File: src/rtl/sensor_config_defines.vh
// Purpose: constants shared by the sensor configuration holding registers
// Assumes: write-single-register frames, 16-bit register values
// Notes:   definitions only, no logic
`ifndef SENSOR_CONFIG_DEFINES_VH
`define SENSOR_CONFIG_DEFINES_VH

// ============================================================
// frame layout
`define FC_WRITE_SINGLE     8'h06
`define FC_EXCEPTION_FLAG   8'h80
`define WRITE_FRAME_BYTES   4'h8
`define EXC_FRAME_BYTES     4'h5
`define MIN_FRAME_BYTES     4'h4
`define CRC_SEED            16'hffff
`define CRC_POLY            16'ha001

// ============================================================
// exception codes
`define EXC_ILLEGAL_FUNC    8'h01
`define EXC_ILLEGAL_ADDR    8'h02
`define EXC_ILLEGAL_DATA    8'h03

// ============================================================
// register addresses
`define ADDR_UPPER_LIMIT    16'h0009
`define ADDR_LCD_CONTENT    16'h000a
`define ADDR_TEMP_SCALE     16'h000b
`define ADDR_LCD_STEP       16'h000c
`define ADDR_OCCUPIED       16'h000d
`define ADDR_OVR_CLEAR      16'h000e
`define ADDR_RELAY          16'h000f
`define ADDR_TARGET_QTY     16'h0010
`define ADDR_TARGET_STEP    16'h0011

// ============================================================
// value ranges (tenths of a degree, whole percent RH)
`define LIMIT_C_LO          16'h00c8
`define LIMIT_C_HI          16'h012c
`define LIMIT_F_LO          16'h02a8
`define LIMIT_F_HI          16'h035c
`define LIMIT_RH_LO         16'h001e
`define LIMIT_RH_HI         16'h0050
`define LCD_MODE_MAX_T      16'h0001
`define LCD_MODE_MAX_TRH    16'h0003
`define FLAG_VALUE_MAX      16'h0001

// ============================================================
// display modes
`define LCD_BLANK           2'h0
`define LCD_TEMP            2'h1
`define LCD_HUMID           2'h2
`define LCD_ALTERNATE       2'h3

// ============================================================
// reset values
`define RST_UPPER_LIMIT     16'h012c
`define RST_LCD_T_ONLY      2'h1
`define RST_LCD_T_RH        2'h3

// ============================================================
// timing
`define ALT_PERIOD_MS       5000
`define CLK_FREQ_KHZ        125000

`endif

File: src/rtl/alt_toggle_timer.v
// Purpose: toggle a phase bit at a fixed period while enabled
// Assumes: period fits in 30 bits
// Notes:   phase returns to the first half when disabled
//          the count is cut to 30 bits on purpose
`timescale 1ns/100ps

module alt_toggle_timer #(
    parameter integer PERIOD_CYCLES = 625000000
) (
    // clock and reset
    input  wire i_core_clk,
    input  wire i_sys_rst,
    // control
    input  wire i_enable,
    // phase output
    output reg  o_phase
);

    localparam [29:0] LAST = PERIOD_CYCLES[29:0] - 30'h1;

    reg [29:0] count;

    // count while enabled, restart on enable
    always @(posedge i_core_clk) begin
        if (i_sys_rst || !i_enable) begin
            count   <= 30'h0;
            o_phase <= 1'b0;
        end else if (count == LAST) begin
            count   <= 30'h0;
            o_phase <= ~o_phase;
        end else begin
            count <= count + 30'h1;
        end
    end

endmodule // alt_toggle_timer

File: src/rtl/crc16_byte_step.v
// Purpose: advance a reflected CRC-16 by one byte
// Assumes: lsb-first polynomial form
// Notes:   combinational, used on receive and send paths
`timescale 1ns/100ps

module crc16_byte_step #(
    parameter [15:0] POLY = 16'ha001
) (
    // crc state and byte
    input  wire [15:0] i_crc,
    input  wire [7:0]  i_byte,
    // next state
    output reg  [15:0] o_crc
);

    integer k;

    // eight shift steps, unrolled by the tool
    always @* begin
        o_crc = i_crc ^ {8'h00, i_byte};
        for (k = 0; k < 8; k = k + 1) begin
            if (o_crc[0]) begin
                o_crc = (o_crc >> 1) ^ POLY;
            end else begin
                o_crc = o_crc >> 1;
            end
        end
    end

endmodule // crc16_byte_step

File: src/rtl/sensor_config_holding_regs.v
// Purpose: upper holding-register bank of a room sensor, written by a
//          field-bus master with write-single-register frames
// Assumes: bytes arrive already deframed; i_rx_frame_end marks the
//          silent gap after the last byte; half duplex
// Notes:   fitted options are module parameters
`timescale 1ns/100ps
`include "sensor_config_defines.vh"

module sensor_config_holding_regs #(
    parameter HAS_HUMIDITY = 1,
    parameter HAS_SETPOINT = 1,
    parameter HAS_OVERRIDE = 1,
    parameter HAS_RELAY    = 1,
    parameter integer ALT_PERIOD_CYCLES =
        `ALT_PERIOD_MS * `CLK_FREQ_KHZ
) (
    // clock and reset
    input  wire        i_core_clk,
    input  wire        i_sys_rst,
    // station address
    input  wire [7:0]  i_slave_addr,
    // received bytes
    input  wire [7:0]  i_rx_byte,
    input  wire        i_rx_valid,
    input  wire        i_rx_frame_end,
    // reply bytes
    output reg  [7:0]  o_tx_byte,
    output wire        o_tx_valid,
    input  wire        i_tx_ready,
    // front panel
    input  wire        i_override_pressed,
    input  wire        i_menu_active,
    input  wire [15:0] i_target_value,
    // display
    output wire        o_lcd_show_temp,
    output wire        o_lcd_show_humidity,
    output wire        o_backlight_on,
    output wire        o_lcd_half_degree,
    output wire        o_occupied_indicator,
    // device operation
    output wire        o_fahrenheit,
    output wire        o_relay_on,
    output reg         o_override_flag,
    output wire        o_target_is_humidity,
    output wire [3:0]  o_target_step,
    output wire [15:0] o_upper_limit,
    output wire [15:0] o_target_clamped
);

    // ============================================================
    // state machine
    localparam [1:0] S_RX = 2'b01;
    localparam [1:0] S_TX = 2'b10;

    localparam [1:0] LCD_RESET = HAS_HUMIDITY ? `RST_LCD_T_RH
                                              : `RST_LCD_T_ONLY;
    localparam [15:0] LCD_MAX  = HAS_HUMIDITY ? `LCD_MODE_MAX_TRH
                                              : `LCD_MODE_MAX_T;

    // inclusive range test, used for the upper limit and the address check
    function in_range;
        input [15:0] v;
        input [15:0] lo;
        input [15:0] hi;
        begin
            in_range = (v >= lo) && (v <= hi);
        end
    endfunction

    reg [1:0]  state;
    reg [7:0]  rx_buf [0:7];
    reg [3:0]  rx_cnt;
    reg [15:0] rx_crc;
    reg [7:0]  tx_buf [0:7];
    reg [3:0]  tx_len;
    reg [3:0]  tx_idx;
    reg [15:0] tx_crc;

    // holding registers
    reg [15:0] upper_adjust_limit;
    reg [1:0]  lcd_content_select;
    reg        temp_scale_select;
    reg        lcd_temp_step;
    reg        occupied_symbol_on;
    reg        relay_drive;
    reg        target_quantity_select;
    reg        target_step_select;

    wire [15:0] rx_crc_next;
    wire [15:0] tx_crc_next;
    wire        alt_phase;
    integer     i;

    // ============================================================
    // crc on both directions
    crc16_byte_step #(
        .POLY (`CRC_POLY)
    ) u_rx_crc (
        .i_crc  (rx_crc),
        .i_byte (i_rx_byte),
        .o_crc  (rx_crc_next)
    );

    crc16_byte_step #(
        .POLY (`CRC_POLY)
    ) u_tx_crc (
        .i_crc  (tx_crc),
        .i_byte (o_tx_byte),
        .o_crc  (tx_crc_next)
    );

    // ============================================================
    // frame decode
    wire [7:0]  f_func  = rx_buf[1];
    wire [15:0] f_reg   = {rx_buf[2], rx_buf[3]};
    wire [15:0] f_value = {rx_buf[4], rx_buf[5]};

    // address zero is broadcast and never answered
    wire addr_match = (rx_buf[0] == i_slave_addr) &&
                      (i_slave_addr != 8'h00);
    // a good frame leaves a zero crc residue
    wire crc_ok     = (rx_crc == 16'h0000) &&
                      (rx_cnt >= `MIN_FRAME_BYTES);
    wire is_write   = (f_func == `FC_WRITE_SINGLE);
    wire addr_known = in_range(f_reg, `ADDR_UPPER_LIMIT,
                               `ADDR_TARGET_STEP);

    reg  value_ok;
    reg  [7:0] exc_code;

    // range per register, limits follow quantity and scale
    always @* begin
        value_ok = 1'b0;
        case (f_reg)
            `ADDR_UPPER_LIMIT: begin
                if (target_quantity_select) begin
                    value_ok = in_range(f_value, `LIMIT_RH_LO,
                                        `LIMIT_RH_HI);
                end else if (temp_scale_select) begin
                    value_ok = in_range(f_value, `LIMIT_F_LO,
                                        `LIMIT_F_HI);
                end else begin
                    value_ok = in_range(f_value, `LIMIT_C_LO,
                                        `LIMIT_C_HI);
                end
            end
            `ADDR_LCD_CONTENT: value_ok = (f_value <= LCD_MAX);
            `ADDR_OVR_CLEAR:   value_ok = (f_value == 16'h0000);
            default:           value_ok = (f_value <= `FLAG_VALUE_MAX);
        endcase
    end

    // priority: function, then address, then value
    always @* begin
        if (!is_write) begin
            exc_code = `EXC_ILLEGAL_FUNC;
        end else if (!addr_known) begin
            exc_code = `EXC_ILLEGAL_ADDR;
        end else if (!value_ok) begin
            exc_code = `EXC_ILLEGAL_DATA;
        end else begin
            exc_code = 8'h00;
        end
    end

    // short write frames are noise and get no answer
    wire frame_done = (state == S_RX) && i_rx_frame_end;
    wire respond    = frame_done && addr_match && crc_ok &&
                      (!is_write || (rx_cnt == `WRITE_FRAME_BYTES));
    wire do_write   = respond && (exc_code == 8'h00);

    // ============================================================
    // receive and transmit sequencing
    assign o_tx_valid = (state == S_TX);
    wire   tx_take    = o_tx_valid && i_tx_ready;
    wire [3:0] nxt_idx = tx_idx + 4'h1;

    always @(posedge i_core_clk) begin
        if (i_sys_rst) begin
            state     <= S_RX;
            rx_cnt    <= 4'h0;
            rx_crc    <= `CRC_SEED;
            tx_len    <= 4'h0;
            tx_idx    <= 4'h0;
            tx_crc    <= `CRC_SEED;
            o_tx_byte <= 8'h00;
        end else begin
            case (state)
                S_RX: begin
                    if (i_rx_frame_end) begin
                        rx_cnt <= 4'h0;
                        rx_crc <= `CRC_SEED;
                        if (respond) begin
                            state     <= S_TX;
                            tx_idx    <= 4'h0;
                            tx_crc    <= `CRC_SEED;
                            o_tx_byte <= rx_buf[0];
                            // echo the frame or send the short reply
                            tx_len <= (exc_code == 8'h00)
                                      ? `WRITE_FRAME_BYTES
                                      : `EXC_FRAME_BYTES;
                        end
                    end else if (i_rx_valid) begin
                        rx_crc <= rx_crc_next;
                        // overlong frames saturate and fail length
                        if (rx_cnt != 4'h9) begin
                            rx_cnt <= rx_cnt + 4'h1;
                        end
                    end
                end
                S_TX: begin
                    if (tx_take) begin
                        tx_idx <= nxt_idx;
                        if (tx_idx < tx_len - 4'h2) begin
                            tx_crc <= tx_crc_next;
                        end
                        // crc bytes go out low byte first
                        if (nxt_idx == tx_len) begin
                            state <= S_RX;
                        end else if (nxt_idx == tx_len - 4'h2) begin
                            o_tx_byte <= tx_crc_next[7:0];
                        end else if (nxt_idx == tx_len - 4'h1) begin
                            o_tx_byte <= tx_crc[15:8];
                        end else begin
                            o_tx_byte <= tx_buf[nxt_idx[2:0]];
                        end
                    end
                end
                default: state <= S_RX;
            endcase
        end
    end

    // frame capture; bytes beyond eight are dropped
    always @(posedge i_core_clk) begin
        if ((state == S_RX) && i_rx_valid && !i_rx_frame_end &&
            (rx_cnt < `WRITE_FRAME_BYTES)) begin
            rx_buf[rx_cnt[2:0]] <= i_rx_byte;
        end
    end

    // reply image: the frame itself, or address, flagged code, cause
    always @(posedge i_core_clk) begin
        if (respond) begin
            for (i = 0; i < 8; i = i + 1) begin
                tx_buf[i] <= rx_buf[i];
            end
            if (exc_code != 8'h00) begin
                tx_buf[1] <= f_func | `FC_EXCEPTION_FLAG;
                tx_buf[2] <= exc_code;
            end
        end
    end

    // ============================================================
    // holding register writes, only after a clean decode
    always @(posedge i_core_clk) begin
        if (i_sys_rst) begin
            upper_adjust_limit     <= `RST_UPPER_LIMIT;
            lcd_content_select     <= LCD_RESET;
            temp_scale_select      <= 1'b0;
            lcd_temp_step          <= 1'b0;
            occupied_symbol_on     <= 1'b0;
            relay_drive            <= 1'b0;
            target_quantity_select <= 1'b0;
            target_step_select     <= 1'b0;
        end else if (do_write) begin
            case (f_reg)
                `ADDR_UPPER_LIMIT:
                    upper_adjust_limit <= f_value;
                `ADDR_LCD_CONTENT:
                    lcd_content_select <= f_value[1:0];
                `ADDR_TEMP_SCALE:
                    temp_scale_select <= f_value[0];
                `ADDR_LCD_STEP:
                    lcd_temp_step <= f_value[0];
                `ADDR_OCCUPIED:
                    occupied_symbol_on <= f_value[0];
                `ADDR_RELAY:
                    relay_drive <= f_value[0];
                `ADDR_TARGET_QTY:
                    target_quantity_select <= f_value[0];
                `ADDR_TARGET_STEP:
                    target_step_select <= f_value[0];
                default: ;
            endcase
        end
    end

    // ============================================================
    // override flag: a press beats a same-cycle clear
    wire ovr_clear = do_write && (f_reg == `ADDR_OVR_CLEAR);

    always @(posedge i_core_clk) begin
        if (i_sys_rst) begin
            o_override_flag <= 1'b0;
        end else if (HAS_OVERRIDE && i_override_pressed) begin
            o_override_flag <= 1'b1;
        end else if (HAS_OVERRIDE && ovr_clear) begin
            o_override_flag <= 1'b0;
        end
    end

    // ============================================================
    // display selection
    wire alt_mode = HAS_HUMIDITY &&
                    (lcd_content_select == `LCD_ALTERNATE);

    alt_toggle_timer #(
        .PERIOD_CYCLES (ALT_PERIOD_CYCLES)
    ) u_alt_timer (
        .i_core_clk (i_core_clk),
        .i_sys_rst  (i_sys_rst),
        .i_enable   (alt_mode),
        .o_phase    (alt_phase)
    );

    // humidity modes cannot show on a device without the sensor
    assign o_lcd_show_temp     = (lcd_content_select == `LCD_TEMP) ||
                                 (alt_mode && !alt_phase);
    assign o_lcd_show_humidity = HAS_HUMIDITY &&
                                 ((lcd_content_select == `LCD_HUMID) ||
                                  (alt_mode && alt_phase));
    assign o_backlight_on      = (lcd_content_select != `LCD_BLANK) ||
                                 i_menu_active;
    assign o_lcd_half_degree   = lcd_temp_step;
    assign o_occupied_indicator = occupied_symbol_on;
    assign o_fahrenheit        = temp_scale_select;
    assign o_relay_on          = HAS_RELAY && relay_drive;

    // ============================================================
    // setpoint handling, inert without the setpoint option
    wire sp_on = (HAS_SETPOINT != 0);

    assign o_target_is_humidity = sp_on && target_quantity_select;
    assign o_upper_limit = sp_on ? upper_adjust_limit : 16'h0000;

    // step in tenths of a degree, or whole percent for humidity
    assign o_target_step = !sp_on ? 4'h0 :
                           target_quantity_select ? 4'h1 :
                           target_step_select ? 4'h5 : 4'ha;

    // clamp covers panel stepping and network writes
    assign o_target_clamped =
        (sp_on && (i_target_value > upper_adjust_limit))
        ? upper_adjust_limit : i_target_value;

endmodule // sensor_config_holding_regs

File: config.mk
export PLATFORM = sky130hd
export DESIGN_NAME = sensor_config_holding_regs
export DESIGN_NICKNAME = d
export VERILOG_FILES = /design/src/rtl/alt_toggle_timer.v /design/src/rtl/crc16_byte_step.v /design/src/rtl/sensor_config_holding_regs.v
export VERILOG_INCLUDE_DIRS = /design/src /design/src/rtl
export SDC_FILE = /design/constraint.sdc
export NUM_CORES = 1
export LEC_CHECK = 0
export BUFFER_PORTS_ARGS = -buffer_cell sky130_fd_sc_hd__buf_2
export CAP_MARGIN = 5
export CELL_PAD_IN_SITES_DETAIL_PLACEMENT = 0
export CELL_PAD_IN_SITES_GLOBAL_PLACEMENT = 1
export CORE_ASPECT_RATIO = 1.1
export CORE_MARGIN = 5
export CORE_UTILIZATION = 40
export CTS_CLUSTER_SIZE = 20
export DETAILED_ROUTE_END_ITERATION = 7
export PLACE_DENSITY_LB_ADDON = 0.3
export SLEW_MARGIN = 25
export SYNTH_ARGS = -nofsm -noshare
export SYNTH_HDL_FRONTEND = slang
export SYNTH_HIERARCHICAL = 1
export SYNTH_SLANG_ARGS = --single-unit
export TNS_END_PERCENT = 10
File: constraint.sdc
create_clock -name i_core_clk -period 5.5 [get_ports i_core_clk]
set_clock_uncertainty 0.15 [all_clocks]
set_input_delay 0.825 -clock i_core_clk [delete_from_list [all_inputs] [get_ports i_core_clk]]
set_output_delay 0.825 -clock i_core_clk [all_outputs]
set_load 0.02 [all_outputs]
==> results.ini, run 1 <==
[status]
status=finished, final reports clean

[grt]
first_global_vias=7460
wire_length_of_the_first_global_routing_pass_mm=41.62
number_of_antenna_violations_at_the_first_check_in_global_routing=0
gr-usage-all-layers_pct=16.55
maximum_number_of_pins_on_one_net_before_global_route_repair=70
grt_overflow=0

[setup_path]
timing.critical_path.cells=inv_1 > ha_1 > a21o_1 > a21o_1 > a21oi_1 > o211ai_1 > o22ai_1 > buf_4 > mux2_2 > buf_2
category_of_the_worst_setup_path_launch_point=flop
endpoint_kind=primary output
r2r_setup_slack_ns=1.76
slowest_delay_ns=0.41
reg2reg_to=o_upper_limit[9]$_SDFFE_PP0P_
cp.buffers_inverters=3
timing.critical_path.fanout_max=16
critical_path_arrival_ns=2.83
critical_path.reg2reg.startpoint=rx_crc[1]$_SDFFE_PP1P_
path_common_cell=a21o_1
crit_slowest_cell=dfxtp_1
worst_path_dominant_cell_family=compound AO/OA/AOI/OAI gates
worst_ep_required_ns=4.53
r2r_cells=7
criticalPathCategory=reg -> out

[placed_design]
finalWeightedCongestion=0.7783
port_buffers=92
dpl.hpwl_mm=18.24
postPlaceCellArea_um2=11820

[hold_path]
min_from=rx_buf[7][7]$_DFFE_PP_
worstHoldEndpoint=tx_buf[7][7]$_DFFE_PP_
hold-path-cell-count=0
timing.hold.worst.class=reg -> reg

[power_and_ir_drop]
share_seq_of_total_power_pct=50.9
pwr_cell_area_nw_per_um2=291.2
total_chip_power_w=0.003672
power.ir.vdd_worst_uv=213.1
switching_power_w=0.0008210
comb_power_share_pct=5.2
power.static_leakage_nw=4.602
power.share.switching_pct=22.36
power.internal_w=0.002851
power_frac_clock_pct=43.9

[floorplan]
die_width_um=168.6
rows=63
total_die_area_um2=31110
initial_standard_cell_utilization_of_the_core_pct=40.84
design.core.area_um2=27120
floorplan.die.height_um=184.5
num_io_pins=93

[timing]
setup_repair_after_global_routing_missed_its_margin=false
min_period_over_period_pct=69.25
maxClockFrequency_ghz=0.2626
hold_viol=0
fin_crit_ns=3.809
maxSlewHeadroom_pct=33.15
setup_viol=0
number_of_pins_with_negative_max_slew_slack_in_the_final_report=0
timing.setup.tns_ns=0
timing_worst_slew_pin_value_ns=1.003

[routing]
wl_per_cell_um=17.81
vias=7733
drt.antenna.violating_nets=0
drc_violations_left=0
dr_pass1_iterations=5
detail_route.vias_per_cell=5.253
drtIter0Drc=501
route.final.wire_length_mm=26.21

[final_layout]
final_core_util_pct=46.51
area_overhead_of_the_layout_relative_to_synthesis_pct=13.89
final_layout_size_suffix_gt1_share_pct=17.31
fin_nets=1158
finalInstanceArea_um2=12610
antenna_cells_inserted=0
fill_cells=2580

[logic_synthesis]
synth_top_area_share_pct=32.81
synth-edff-count=121
post_synth_num_cell_types=72
netlist_top_cells_area=edfxtp_1 (33%), dfxtp_1 (21%), xnor2_1 (3.6%)
synth_top_cell_by_area=edfxtp_1
most_used_dff_post_synth=edfxtp_1
synth_area_per_cell_um2=10.90
postSynth.asyncResetShare_pct=0
postSynthNetCount=1079
synth.most_common_cell=edfxtp_1
mappedNetlistArea_um2=11070
ys_warn_count=6
post_synth_most_frequent_cells=edfxtp_1 (121), dfxtp_1 (115), nand2_1 (95)
synthCells=1016
synth_sequential_area_ratio_pct=53.60
ys_ff_latch=236

[clock_network]
clk_path_buf_depth=3
cts-buffers-inserted=26
tritoncts=built
clkLatencyLatePin_ns=0.54
clockRootBuffer=clkbuf_16
post_cts.repair.setup_buffers=0
cts.reportedPaths.clkPinSlew_ns=0.06
cts_htree_levels=1
cts_sinks=236
cts-hold-fix-buffers=0
cts.repair.resized=0

[run]
cap_violations=0

-- power groups by stage --
stage	combinational, W	sequential (W)	clock (W)
after floorplan	0.000135	0.00190	0
after global placement	0.000192	0.00191	0
after detailed placement	0.000192	0.00191	0
after CTS	0.000194	0.00187	0.00165
after global routing	0.000211	0.00187	0.00173
final	0.000190	0.00187	0.00161
-- flip-flops by register name, summed over array words and instances (netlist names) --
signal,count
tx_idx,4
rx_buf,64
o_fahrenheit,1
o_override_flag,1
tx_len,2
tx_buf,64
lcd_content_select,2
o_lcd_half_degree,1
tx_crc,16
relay_drive,1
o_target_is_humidity,1
o_occupied_indicator,1
u_alt_timer/o_phase,1
o_upper_limit,16
o_tx_byte,8
rx_crc,16
state,2
target_step_select,1
rx_cnt,4
u_alt_timer/count,30
-- how the worst max path moves through the flow --
stage                                  start                       endpoint  cells after the start
3_5_place_dp                  i_rx_frame_end  o_upper_limit[9]$_SDFFE_PP0P_                      8
4_1_cts        o_upper_limit[9]$_SDFFE_PP0P_            o_target_clamped[8]                     10
5_1_grt        o_upper_limit[1]$_SDFFE_PP0P_           o_target_clamped[15]                     11
2_1_floorplan                i_slave_addr[6]         tx_buf[0][0]$_DFFE_PP_                      5
3_3_place_gp                  i_rx_frame_end  o_upper_limit[7]$_SDFFE_PP0P_                      8
6_report       o_upper_limit[9]$_SDFFE_PP0P_           o_target_clamped[10]                     10
-- metrics by stage --
stage                     std cells  worst slack (ns)  hold WS, ns
after floorplan                1016             1.177       0.2503
after global placement         1424             1.482       0.2506
after detailed placement       1424             1.438       0.2545
after CTS                      1472             1.677       0.2691
after global routing           1472             1.500       0.2796
final                          1472             1.691       0.2682
-- area by class of cell --
| type | instances | area [um2] | area share [%] |
|---|---|---|---|
| tap | 357 | 446.7 | 3.542 |
| inverter | 37 | 138.9 | 1.101 |
| multi-input combinational | 691 | 4757 | 37.72 |
| sequential | 236 | 5936 | 47.07 |
| clock buffer | 30 | 665.6 | 5.278 |
| clock inverter | 18 | 123.9 | 0.9822 |
| timing repair buffer | 103 | 543.0 | 4.306 |
-- per-layer routing --
layer	up-vias	part of all wire [%]	track usage, %	wire length [um]
li1	3839	-	-	-
met1	3712	45	22.57	11870
met2	146	48	28.26	12700
met3	36	4.4	2.209	1145
met4	0	1.9	3.799	492
met5	-	0	0	0
-- cells in the final DEF, fill, tap and decap left out, types with 4 or more instances in the layout --
cell type	Yosys	final
edfxtp_1	121	121
dfxtp_1	115	115
nand2_1	95	95
buf_2	3	92
nor2_1	73	73
nand3_1	63	63
nor3_1	62	61
xnor2_1	46	46
a21oi_1	41	41
xor2_1	38	38
inv_1	35	35
clkbuf_16	0	26
ha_1	24	24
o21ai_0	19	19
nor2b_1	16	16
mux2_2	16	16
mux4_2	16	16
nand4_1	14	14
mux2i_1	14	14
nor4_1	12	12
and3_1	11	11
or3_1	11	11
o21a_1	11	11
buf_4	12	11
o32ai_1	9	9
or4_1	8	8
o211ai_1	8	8
clkinv_1	1	8
clkinv_2	0	7
and2_1	6	6
nand2b_1	7	6
xnor2_2	6	6
a21o_1	4	4
o31ai_1	4	4
clkbuf_1	28	4
-- cell families after synthesis --
family | after synthesis | share of synthesized area (%)
AND/OR/NAND/NOR | 402 | 18.18
AO/OA/AOI/OAI | 127 | 7.763
buffers and inverters | 89 | 3.661
adder cells (fa/ha/maj) | 24 | 2.712
multiplexers | 46 | 6.147
XOR/XNOR | 92 | 7.932
flip-flops | 236 | 53.60
(Power assumes the default switching activity.)
==> inputs of run 2 (changes only) <==
==> constraint.sdc (replaced) <==
create_clock -name i_core_clk -period 3.7 [get_ports i_core_clk]
set_clock_uncertainty 0.15 [all_clocks]
set_input_delay 0.555 -clock i_core_clk [delete_from_list [all_inputs] [get_ports i_core_clk]]
set_output_delay 0.555 -clock i_core_clk [all_outputs]
set_load 0.02 [all_outputs]
==> run 2 against run 1 <==
  * Utilization is 0.71 points higher
  * Register-to-register slack worse by 1.2 ns
  * Clock power up 62%
  * Via count grew 0.94%
  * Clock-buffer cell count fell by 1
  * Total power is 55% higher
  * First-iteration DRC count fell by 2.8%
  * Sequential power up 49%
  * Combinational power up 52%
  * Largest cell class unchanged
==> results.ini, run 2 (synthesis gave the netlist of run 1 again) <==
[clock_network]
cts_sinks=236
cts-hold-fix-buffers=0
cts-buffers-inserted=26
clockRootBuffer=clkbuf_16
cts.repair.resized=0
cts.reportedPaths.clkPinSlew_ns=0.07
clk_path_buf_depth=3
post_cts.repair.setup_buffers=0
tritoncts=built
cts_htree_levels=1
clkLatencyLatePin_ns=0.54

[floorplan]
rows=63
design.core.area_um2=27120
num_io_pins=93
die_width_um=168.6
floorplan.die.height_um=184.5
initial_standard_cell_utilization_of_the_core_pct=40.84
total_die_area_um2=31110

[grt]
wire_length_of_the_first_global_routing_pass_mm=42.12
maximum_number_of_pins_on_one_net_before_global_route_repair=69
gr-usage-all-layers_pct=16.77
number_of_antenna_violations_at_the_first_check_in_global_routing=0
grt_overflow=0
first_global_vias=7807

[timing]
timing.setup.tns_ns=0
min_period_over_period_pct=94.83
number_of_pins_with_negative_max_slew_slack_in_the_final_report=0
hold_viol=0
fin_crit_ns=3.509
setup_repair_after_global_routing_missed_its_margin=false
setup_viol=0
timing.hold.ws_ns=0.09837
timing_worst_slew_pin_value_ns=1.039
maxSlewHeadroom_pct=30.48
maxClockFrequency_ghz=0.2850

[power_and_ir_drop]
pwr_cell_area_nw_per_um2=443.5
power.ir.vdd_worst_uv=346.6
total_chip_power_w=0.005678
comb_power_share_pct=5.1
switching_power_w=0.001265
power.share.switching_pct=22.29
power.static_leakage_nw=4.699
power_frac_clock_pct=46.0
power.internal_w=0.004412
share_seq_of_total_power_pct=48.9

[final_layout]
final_layout_size_suffix_gt1_share_pct=18.62
area_overhead_of_the_layout_relative_to_synthesis_pct=15.62
layout.cells.most_common=edfxtp_1
finalInstanceArea_um2=12800
fill_cells=2528
register_area_um2=5936
stdcell_count=1485
multi_input_comb_area_um2=4756
antenna_cells_inserted=0
final_cell_mix=edfxtp_1 (121), dfxtp_1 (115), nand2_1 (95)
fin_nets=1171

[setup_path]
worst_ep_required_ns=2.99
worst_path_dominant_cell_family=compound AO/OA/AOI/OAI gates
worst-path-stages=10
cp.buffers_inverters=3
critical_path_arrival_ns=2.80
timing.critical_path.fanout_max=16
criticalPathCategory=reg -> out
setup.worst_path.end=o_target_clamped[8]
slowest_delay_ns=0.39
launch_point_of_the_critical_path=o_upper_limit[9]$_SDFFE_PP0P_
reg2reg_to=relay_drive$_SDFFE_PP0P_
r2r_setup_slack_ns=0.59
crit_slowest_cell=dfxtp_1
timing.critical_path.cells=inv_1 > ha_1 > a21o_1 > a21o_1 > a21oi_1 > o211ai_1 > o22ai_1 > buf_4 > mux2_2 > buf_2
path_common_cell=a21o_1
endpoint_kind=primary output
r2r_cells=7
critical_path.reg2reg.startpoint=rx_buf[3][5]$_DFFE_PP_
category_of_the_worst_setup_path_launch_point=flop

[routing]
detail_route.vias_per_cell=5.257
dr_pass1_iterations=4
drc_violations_left=0
wl_per_cell_um=17.76
vias=7806
drt.antenna.violating_nets=0
route.final.wire_length_mm=26.38
drtIter0Drc=487

[placed_design]
post-place-cells=1437
dpl.hpwl_mm=18.46
port_buffers=92
finalWeightedCongestion=0.7718
postPlaceCellArea_um2=11920

[run]
cap_violations=0

[status]
status=finished, final reports clean

[hold_path]
timing.hold.worst.class=in -> reg

-- run 2: changes by cell type in the layout (fill, tap and decap cells not counted), moves of 2 or more --
| cell | delta |
|---|---|
| clkbuf_1 | -2 |
| buf_4 | +12 |
| clkinv_2 | -3 |
| bufinv_16 | +2 |
| clkinv_1 | -3 |
| clkinv_4 | +3 |
-- run 2: worst reg2reg max path, delay by kind of cell (launching register included) --
| kind | cells | cell delay (ns) |
|---|---|---|
| simple gates | 5 | 1.94 |
| flops | 1 | 0.50 |
| compound gates | 2 | 0.48 |
-- run 2: metal layers --
metal / wire, um / up-vias / GRT usage [%] / part of all wire [%]
met2: 13050 / 143 / 28.92 / 49
met3: 1037 / 34 / 2.317 / 3.9
met1: 11800 / 3755 / 22.34 / 45
li1: - / 3874 / - / -
met4: 493 / 0 / 4.448 / 1.9
met5: 0 / - / 0 / 0
-- run 2: how the worst min path moves through the flow --
| stage | startpoint | to | cells after the start |
|---|---|---|---|
| finish | i_override_pressed | o_override_flag$_SDFFE_PP0P_ | 2 |
| global route | i_override_pressed | o_override_flag$_SDFFE_PP0P_ | 2 |
| CTS | i_override_pressed | o_override_flag$_SDFFE_PP0P_ | 2 |
| detailed placement | rx_buf[6][5]$_DFFE_PP_ | tx_buf[6][5]$_DFFE_PP_ | 0 |
| global placement | rx_buf[7][6]$_DFFE_PP_ | tx_buf[7][6]$_DFFE_PP_ | 0 |
| floorplan | rx_buf[6][0]$_DFFE_PP_ | tx_buf[6][0]$_DFFE_PP_ | 0 |
-- run 2: power groups by stage --
stage,Sequential [W],Clock (W),Combinational [W]
after detailed placement,0.00283,0,0.000292
final,0.00278,0.00261,0.000289
after floorplan,0.00283,0,0.000201
after global placement,0.00283,0,0.000289
after global routing,0.00278,0.00280,0.000320
after CTS,0.00278,0.00268,0.000294
-- run 2: layout make-up --
class / instances / area share [%]
Clock buffer: 29 / 5.248
Clock inverter: 19 / 1.564
Inverter: 37 / 1.085
Multi-Input combinational cell: 691 / 37.15
Sequential cell: 236 / 46.36
Tap cell: 357 / 3.489
Timing Repair Buffer: 116 / 5.102
-- run 2: metrics by stage --
stage / util, % / worst slack, ns
CTS: 47.19 / 0.1303
global route: 47.21 / 0.00006795
global placement: 43.97 / 0.4947
finish: 47.21 / 0.1914
floorplan: - / 0.3911
detailed placement: 43.97 / 0.4778
